## src/hw/spid_pkg.sv

```systemverilog
package spid_pkg;

   // ************************************************************
   // Timing
   // ************************************************************
   localparam int unsigned CLK_PERIOD_NS = 50;
   localparam int unsigned DEB_TIME_NS   = 1000;
   localparam int unsigned DEB_CYCLES    = (DEB_TIME_NS + CLK_PERIOD_NS - 1) / CLK_PERIOD_NS;
   localparam logic [4:0]  DEB_LIMIT     = 5'(DEB_CYCLES);
   localparam int unsigned IDLE_TIME_US  = 50000;
   localparam int unsigned IDLE_CYCLES   = (IDLE_TIME_US * 1000) / CLK_PERIOD_NS;

   // ************************************************************
   // Register map (byte addresses)
   // ************************************************************
   localparam logic [7:0] ADR_CTRL   = 8'h00;
   localparam logic [7:0] ADR_PRESET = 8'h04;
   localparam logic [7:0] ADR_IDLE   = 8'h08;
   localparam logic [7:0] ADR_STATUS = 8'h0C;
   localparam logic [7:0] ADR_POS    = 8'h10;

   // ************************************************************
   // Field positions and reset values
   // ************************************************************
   localparam int unsigned CTRL_MODE_BIT  = 0;
   localparam int unsigned PRESET_A_LSB   = 0;
   localparam int unsigned PRESET_B_LSB   = 4;
   localparam int unsigned STAT_COLL_BIT  = 7;
   localparam logic [3:0]  PRESET_A_RST   = 4'h0;
   localparam logic [3:0]  PRESET_B_RST   = 4'h0;
   localparam logic [31:0] POS_RST        = 32'h0000_0000;

   // ************************************************************
   // Filtered input indexes
   // ************************************************************
   localparam int unsigned NUM_IN  = 5;
   localparam int unsigned IDX_A   = 0;
   localparam int unsigned IDX_B   = 1;
   localparam int unsigned IDX_REL = 2;
   localparam int unsigned IDX_SEL = 3;
   localparam int unsigned IDX_OVR = 4;

   typedef enum logic
   {
      MODE_ONE_PULSE = 1'b0,
      MODE_TWO_PULSE = 1'b1
   } spid_mode_e;

endpackage : spid_pkg

```

## src/hw/spid_filter.sv

```systemverilog
`timescale 1ns/10ps
module spid_filter
   import spid_pkg::*;
(
   input  wire logic core_clk,
   input  wire logic sys_rst,
   input  wire logic clk_en,
   input  wire logic raw,
   output logic      level
);

   logic       sync1_q;
   logic       sync1_d;
   logic       sync2_q;
   logic       sync2_d;
   logic [4:0] cnt_q;
   logic [4:0] cnt_d;
   logic       level_q;
   logic       level_d;

   // Level changes only after DEB_LIMIT stable samples
   always_comb
   begin
      sync1_d = raw;
      sync2_d = sync1_q;
      level_d = level_q;
      cnt_d   = 5'h00;
      if (sync2_q != level_q)
      begin
         if (cnt_q == DEB_LIMIT - 5'h01)
            level_d = sync2_q;
         else
            cnt_d = cnt_q + 5'h01;
      end
   end

   always_ff @(posedge core_clk)
   begin
      if (sys_rst)
      begin
         sync1_q <= 1'b0;
         sync2_q <= 1'b0;
         cnt_q   <= 5'h00;
         level_q <= 1'b0;
      end
      else if (clk_en)
      begin
         sync1_q <= sync1_d;
         sync2_q <= sync2_d;
         cnt_q   <= cnt_d;
         level_q <= level_d;
      end
   end

   assign level = level_q;

endmodule : spid_filter

```

## src/hw/spid_decoder.sv

```systemverilog
// Decided for this implementation: the register addresses and register access over Wishbone.
`timescale 1ns/10ps
// How it works
// - Mode bit picks step/dir or forward/reverse
// - One-pulse, direction on: falling step advances
// - One-pulse, direction off: falling step retracts
// - Input high means optocoupler conducting
// - Reduced current only while pulse lines idle
// - Two-pulse: forward advances, reverse retracts
// - Release input removes winding current
// - Size select picks preset b, else a
module spid_decoder
   import spid_pkg::*;
#(
   parameter int unsigned IDLE_RST_CYCLES = IDLE_CYCLES
)
(
   input  wire logic        core_clk,
   input  wire logic        sys_rst,
   input  wire logic        clk_en,
   input  wire logic        wb_cyc,
   input  wire logic        wb_stb,
   input  wire logic        wb_we,
   input  wire logic [7:0]  wb_adr,
   input  wire logic [3:0]  wb_sel,
   input  wire logic [31:0] wb_dat_w,
   output logic      [31:0] wb_dat_r,
   output logic             wb_ack,
   input  wire logic        step_pulse_in,
   input  wire logic        direction_in,
   input  wire logic        winding_release_in,
   input  wire logic        step_size_sel_in,
   input  wire logic        idle_current_cutback_override_in,
   output logic             step_fwd,
   output logic             step_rev,
   output logic             winding_en,
   output logic             current_cutback,
   output logic      [3:0]  step_size_sel
);

   // ************************************************************
   // Input filters
   // ************************************************************
   logic [NUM_IN-1:0] raw_in;
   logic [NUM_IN-1:0] filt;

   // Pin level 1 is the conducting state on every input
   assign raw_in = {idle_current_cutback_override_in, step_size_sel_in,
                    winding_release_in, direction_in, step_pulse_in};

   genvar gi;
   generate
      for (gi = 0; gi < NUM_IN; gi++)
      begin : g_filt
         spid_filter u_filt
         (
            .core_clk (core_clk),
            .sys_rst  (sys_rst),
            .clk_en   (clk_en),
            .raw      (raw_in[gi]),
            .level    (filt[gi])
         );
      end
   endgenerate

   // ************************************************************
   // Register file state
   // ************************************************************
   spid_mode_e  mode_q;
   spid_mode_e  mode_d;
   logic [3:0]  preset_a_q;
   logic [3:0]  preset_a_d;
   logic [3:0]  preset_b_q;
   logic [3:0]  preset_b_d;
   logic [23:0] idle_lim_q;
   logic [23:0] idle_lim_d;
   logic [31:0] pos_q;
   logic [31:0] pos_d;
   logic        coll_q;
   logic        coll_d;
   logic        ack_q;
   logic        ack_d;
   logic [31:0] rdat_q;
   logic [31:0] rdat_d;

   // ************************************************************
   // Step decode state
   // ************************************************************
   logic        prev_a_q;
   logic        prev_b_q;
   logic        fwd_q;
   logic        fwd_d;
   logic        rev_q;
   logic        rev_d;
   logic        wind_q;
   logic        wind_d;
   logic        cut_q;
   logic        cut_d;
   logic [23:0] idle_cnt_q;
   logic [23:0] idle_cnt_d;
   logic [3:0]  res_q;
   logic [3:0]  res_d;
   logic        fall_a;
   logic        fall_b;
   logic        chg_b;
   logic        busy;
   logic        coll_ev;
   logic        bus_wr;

   function automatic logic [31:0] merge(input logic [31:0] old_v,
                                         input logic [31:0] new_v,
                                         input logic [3:0]  sel);
      logic [31:0] res;
      res = old_v;
      for (int b = 0; b < 4; b++)
      begin
         if (sel[b])
            res[b*8 +: 8] = new_v[b*8 +: 8];
      end
      return res;
   endfunction : merge

   // ************************************************************
   // Edge decode
   // ************************************************************
   assign fall_a = prev_a_q & ~filt[IDX_A];
   assign fall_b = prev_b_q & ~filt[IDX_B];
   assign chg_b  = prev_b_q ^ filt[IDX_B];

   always_comb
   begin
      fwd_d   = 1'b0;
      rev_d   = 1'b0;
      coll_ev = 1'b0;
      if (mode_q == MODE_ONE_PULSE)
      begin
         fwd_d   = fall_a & filt[IDX_B];
         rev_d   = fall_a & ~filt[IDX_B];
         // Direction taken as filtered now; a coincident change is flagged
         coll_ev = fall_a & chg_b;
      end
      else
      begin
         fwd_d   = fall_a & ~filt[IDX_B] & ~fall_b;
         rev_d   = fall_b & ~filt[IDX_A] & ~fall_a;
         coll_ev = (fall_a & (filt[IDX_B] | fall_b)) | (fall_b & filt[IDX_A]);
      end
      // No motion while windings are released
      if (filt[IDX_REL])
      begin
         fwd_d = 1'b0;
         rev_d = 1'b0;
      end
   end

   // ************************************************************
   // Winding, resolution and standstill current
   // ************************************************************
   assign busy = filt[IDX_A] | ((mode_q == MODE_TWO_PULSE) & filt[IDX_B]);

   always_comb
   begin
      wind_d = ~filt[IDX_REL];
      res_d  = filt[IDX_SEL] ? preset_b_q : preset_a_q;
      if (busy || fwd_d || rev_d)
         idle_cnt_d = 24'h00_0000;
      else if (idle_cnt_q < idle_lim_q)
         idle_cnt_d = idle_cnt_q + 24'h00_0001;
      else
         idle_cnt_d = idle_cnt_q;
      cut_d = ~busy & (idle_cnt_q >= idle_lim_q) & ~filt[IDX_OVR];
   end

   // ************************************************************
   // Wishbone slave
   // ************************************************************
   assign bus_wr = wb_cyc & wb_stb & ~ack_q & wb_we;

   always_comb
   begin
      ack_d      = wb_cyc & wb_stb & ~ack_q;
      mode_d     = mode_q;
      preset_a_d = preset_a_q;
      preset_b_d = preset_b_q;
      idle_lim_d = idle_lim_q;
      pos_d      = pos_q;
      coll_d     = coll_q;
      rdat_d     = rdat_q;
      if (fwd_q)
         pos_d = pos_q + 32'h0000_0001;
      else if (rev_q)
         pos_d = pos_q - 32'h0000_0001;
      if (bus_wr)
      begin
         if (wb_adr == ADR_CTRL)
         begin
            if (wb_sel[0])
               mode_d = spid_mode_e'(wb_dat_w[CTRL_MODE_BIT]);
         end
         else if (wb_adr == ADR_PRESET)
         begin
            if (wb_sel[0])
            begin
               preset_a_d = wb_dat_w[PRESET_A_LSB +: 4];
               preset_b_d = wb_dat_w[PRESET_B_LSB +: 4];
            end
         end
         else if (wb_adr == ADR_IDLE)
            idle_lim_d = 24'(merge({8'h00, idle_lim_q}, wb_dat_w, wb_sel));
         else if (wb_adr == ADR_STATUS)
         begin
            if (wb_sel[0] && wb_dat_w[STAT_COLL_BIT])
               coll_d = 1'b0;
         end
         else if (wb_adr == ADR_POS)
            pos_d = merge(pos_q, wb_dat_w, wb_sel);
      end
      // Set beats clear
      if (coll_ev)
         coll_d = 1'b1;
      if (ack_d && !wb_we)
      begin
         if (wb_adr == ADR_CTRL)
            rdat_d = {31'h0000_0000, mode_q};
         else if (wb_adr == ADR_PRESET)
            rdat_d = {24'h00_0000, preset_b_q, preset_a_q};
         else if (wb_adr == ADR_IDLE)
            rdat_d = {8'h00, idle_lim_q};
         else if (wb_adr == ADR_STATUS)
            rdat_d = {24'h00_0000, coll_q, wind_q, cut_q, filt};
         else if (wb_adr == ADR_POS)
            rdat_d = pos_q;
         else
            rdat_d = 32'h0000_0000;
      end
   end

   // ************************************************************
   // Registers
   // ************************************************************
   always_ff @(posedge core_clk)
   begin
      if (sys_rst)
      begin
         mode_q     <= MODE_ONE_PULSE;
         preset_a_q <= PRESET_A_RST;
         preset_b_q <= PRESET_B_RST;
         idle_lim_q <= 24'(IDLE_RST_CYCLES);
         pos_q      <= POS_RST;
         coll_q     <= 1'b0;
         ack_q      <= 1'b0;
         rdat_q     <= 32'h0000_0000;
         prev_a_q   <= 1'b0;
         prev_b_q   <= 1'b0;
         fwd_q      <= 1'b0;
         rev_q      <= 1'b0;
         wind_q     <= 1'b1;
         cut_q      <= 1'b0;
         idle_cnt_q <= 24'h00_0000;
         res_q      <= PRESET_A_RST;
      end
      else if (clk_en)
      begin
         mode_q     <= mode_d;
         preset_a_q <= preset_a_d;
         preset_b_q <= preset_b_d;
         idle_lim_q <= idle_lim_d;
         pos_q      <= pos_d;
         coll_q     <= coll_d;
         ack_q      <= ack_d;
         rdat_q     <= rdat_d;
         prev_a_q   <= filt[IDX_A];
         prev_b_q   <= filt[IDX_B];
         fwd_q      <= fwd_d;
         rev_q      <= rev_d;
         wind_q     <= wind_d;
         cut_q      <= cut_d;
         idle_cnt_q <= idle_cnt_d;
         res_q      <= res_d;
      end
   end

   assign wb_ack          = ack_q;
   assign wb_dat_r        = rdat_q;
   assign step_fwd        = fwd_q;
   assign step_rev        = rev_q;
   assign winding_en      = wind_q;
   assign current_cutback = cut_q;
   assign step_size_sel   = res_q;
endmodule : spid_decoder

```

## config.mk

```make
export PLATFORM = sky130hd
export DESIGN_NAME = spid_decoder
export DESIGN_NICKNAME = d
export VERILOG_FILES = /design/src/hw/spid_pkg.sv /design/src/hw/spid_filter.sv /design/src/hw/spid_decoder.sv
export SDC_FILE = /design/constraint.sdc
export NUM_CORES = 1
export LEC_CHECK = 0
export ABC_AREA = 1
export BUFFER_PORTS_ARGS = -buffer_cell sky130_fd_sc_hd__buf_2
export CORE_MARGIN = 8
export CORE_UTILIZATION = 40
export CTS_CLUSTER_DIAMETER = 60
export DETAILED_ROUTE_END_ITERATION = 10
export GPL_TIMING_DRIVEN = 0
export SETUP_SLACK_MARGIN = 0.15
export SYNTH_ARGS = -nofsm -noshare
export SYNTH_HDL_FRONTEND = slang
export SYNTH_SLANG_ARGS = --single-unit
```

## constraint.sdc

```tcl
create_clock -name core_clk -period 2.1 [get_ports core_clk]
set_input_delay 0.42 -clock core_clk [delete_from_list [all_inputs] [get_ports core_clk]]
set_output_delay 0.42 -clock core_clk [all_outputs]
set_load 0.03 [all_outputs]
```

==> impl_metrics.ini <==
[outcome]
status = completed

[cts]
cts_max_level = 4
numCtsBuffers = 17
insertion_delay_ps = 440
cts_sinks = 173
cts_tree = done
clk_pin_slew_ps = 80
clockBufferDepth = 2
holdBufCountCts = 0
clockRootBuffer = clkbuf_16

[timing]
max_freq_ghz = 0.4810
min_period_over_period = 0.9900
slew-limit-headroom = 0.3263
hold_violations = 0
fin_setup_tns_ps = 0
worst_slack_ps = 21.10
drv_slew = 0
holdWs_ps = 201.8
worst_pin_slew_ps = 1011
min_period_ps = 2079
rsz0062_at_grt = yes
skew_ps = 19.08
setup-violations-final = 0

[placement]
placed_cells = 1965
place_area_um2 = 11040
place.gp.congestion = 0.9640
io_buffer_count = 94
pre_cts_slack_ps = -429.9
dpl.hpwl_um = 28620

[routing]
vias = 11020
vias_per_cell = 5.458
initialDrtViolationCount = 1099
wl_per_cell_um = 18.85
drc = 0
ant_nets = 0
dr.pass1.iters = 6
finalWirelength_um = 38040

[logic_synthesis]
seq_area_frac_synth = 0.3411
synth_edf_count = 0
synth_top_cell_area_share = 0.3411
syn_avg_cell_area_um2 = 6.589
yosysWarnings = 0
ys_top_cells_by_area = dfxtp_1 (34%), nand2_1 (13%), a21oi_1 (8.3%), nor2_1 (7.2%), nand3_1 (5.0%)
async_flop_share = 0
synth-main-ff-cell = dfxtp_1
yosysMostFrequentCell = nand2_1
netlist_instances = 1541
ys_seq_elements = 173
synth_cell_types = 50
synth.cell_area_um2 = 10150
synth_common_cells = nand2_1 (347), nor2_1 (194), dfxtp_1 (173), a21oi_1 (169), inv_1 (129)
syn_nets = 1630
synth_top_area_cell = dfxtp_1

[global_routing]
gr-total-overflow = 0
antenna_found_initial = 0
grt_pass1_vias = 10080
met2_usage = 0.3677
met3_usage = 0.05304
track_usage = 0.2379
grt_busiest_layer = met2
grt_pass1_wl_um = 57280
grt_use_met1 = 0.3213
grt_max_degree = 19

[finish]
syn_to_final_growth_pct = 21.36
utilization = 0.4922
fin_nets = 1764
drive_gt1_frac = 0.1914
stdcell_count = 2018
num_antenna_cells = 0
finalInstanceArea_um2 = 12320

[floorplan]
die_x_um = 175.3
die_y_um = 175.3
top_level_ports = 96
start_util = 0.4055
core_area_um2 = 25040
die_area_um2 = 30740
std_cell_rows = 58

[critical_path]
path_class = reg -> reg
cp_max_fo = 7
crit_arrival_ps = 2430
critical_path_required_ps = 2460
regToRegSetupSlack_ps = 20
startpoint_type = flip-flop
endpoint_kind = flip-flop

[worst_hold_path]
hp-class = in -> reg

[flow_run]
maxCapViolations = 0

[power_and_ir_drop]
powerDensity_nw_per_um2 = 623.4
leakagePower_nw = 5.086
combPwrFrac = 0.134
p_sw_mw = 2.415
p_sw_frac = 0.3144
ir_drop_mv = 0.4497
seqPwrFrac = 0.450
fin_total_pwr_mw = 7.682
p_int_mw = 5.267
pwr-share-clk = 0.417
==> cells in the final DEF, fill, tap and decap left out, types with 5 or more instances in the layout <==
| cell type | count |
|---|---|
| buf_4 | 16 |
| clkbuf_16 | 19 |
| nand3_2 | 15 |
| nand4_1 | 31 |
| xnor2_1 | 11 |
| dfxtp_1 | 150 |
| o21ai_0 | 88 |
| clkbuf_4 | 5 |
| nand2_1 | 336 |
| nor3_1 | 19 |
| o22ai_1 | 16 |
| clkbuf_1 | 30 |
| inv_2 | 21 |
| a21oi_1 | 158 |
| o211ai_1 | 18 |
| buf_2 | 105 |
| nor2_1 | 177 |
| inv_8 | 6 |
| ha_4 | 8 |
| ha_1 | 24 |
| inv_1 | 120 |
| o221ai_1 | 6 |
| nor2_4 | 12 |
| xor2_1 | 29 |
| dfxtp_2 | 18 |
| a21oi_2 | 11 |
| nor2_2 | 17 |
| nand3_1 | 86 |
| o21ai_1 | 38 |
| nand2_2 | 13 |
| buf_6 | 6 |
| dfxtp_4 | 5 |
==> state kept, by name, indices dropped and copies added, names as in the netlist, 5 cells and up <==
signal                 cells
g_filt.u_filt.sync2_q      5
idle_lim_q                24
g_filt.u_filt.cnt_q       25
idle_cnt_q                24
pos_q                     32
g_filt.u_filt.sync1_q      5
wb_dat_r                  32
g_filt.u_filt.level        5
==> area by class of cell <==
class,instances,area (um^2)
Timing Repair Buffer,115,706.9
Inverter,149,570.5
Tap cell,330,412.9
Clock inverter,15,146.4
Fill cell,2659,12710
Buffer,61,330.3
Sequential cell,173,3505
Clock buffer,17,425.4
Multi-Input combinational cell,1158,6225
==> final timing paths <==
path                                    start                                    end  cells past startpoint
min reg2reg         wb_dat_r[16]$_SDFFE_PP0P_              wb_dat_r[16]$_SDFFE_PP0P_                      2
min          idle_current_cutback_override_in  g_filt[4].u_filt.sync1_q$_SDFFE_PP0P_                      3
max               idle_lim_q[19]$_SDFFE_PP1P_            idle_cnt_q[21]$_SDFFE_PP0P_                     14
max reg2reg       idle_lim_q[19]$_SDFFE_PP1P_            idle_cnt_q[21]$_SDFFE_PP0P_                     14
==> critical path: stages (launching register included) <==
cell and delay [ps]:
dfxtp_2 340, inv_4 40, ha_4 260, nand2_2 50
inv_2 50, nand2_2 60, nor2_4 130, nand3_4 110
nor2_4 140, nand2_2 60, nand4_1 190, buf_6 210
clkbuf_16 170, nand3_2 60, a21oi_1 130
==> power by group through the flow <==
stage          Combinational, mW  Sequential, mW  Clock [mW]
2_1_floorplan              0.586            3.53           0
3_3_place_gp               0.927            3.53           0
3_5_place_dp               0.932            3.53           0
4_1_cts                    0.961            3.45        3.23
5_1_grt                     1.13            3.47        3.35
6_report                    1.03            3.45        3.20
==> cells by family after synthesis <==
family | count (synthesis) | synth area share
AND/OR/NAND/NOR | 729 | 0.3082
AO/OA/AOI/OAI | 355 | 0.1917
flip-flops | 173 | 0.3411
adder cells (fa/ha/maj) | 34 | 0.04190
XOR/XNOR | 40 | 0.03450
buffers and inverters | 210 | 0.08256
==> per-layer routing <==
metal	wire, um	vias to the layer above
met4	988	0
met3	3020	57
li1	-	5408
met1	17340	5131
met5	0	-
met2	16690	419
==> repair_timing <==
item / 4_1_cts / 5_1_grt
cloned: 1 / 3
pin swaps: 3 / 39
resized for setup: 39 / 114
buffers inserted: 9 / 8
setup endpoints to repair: 55 / 62
(Power assumes the default switching activity.)
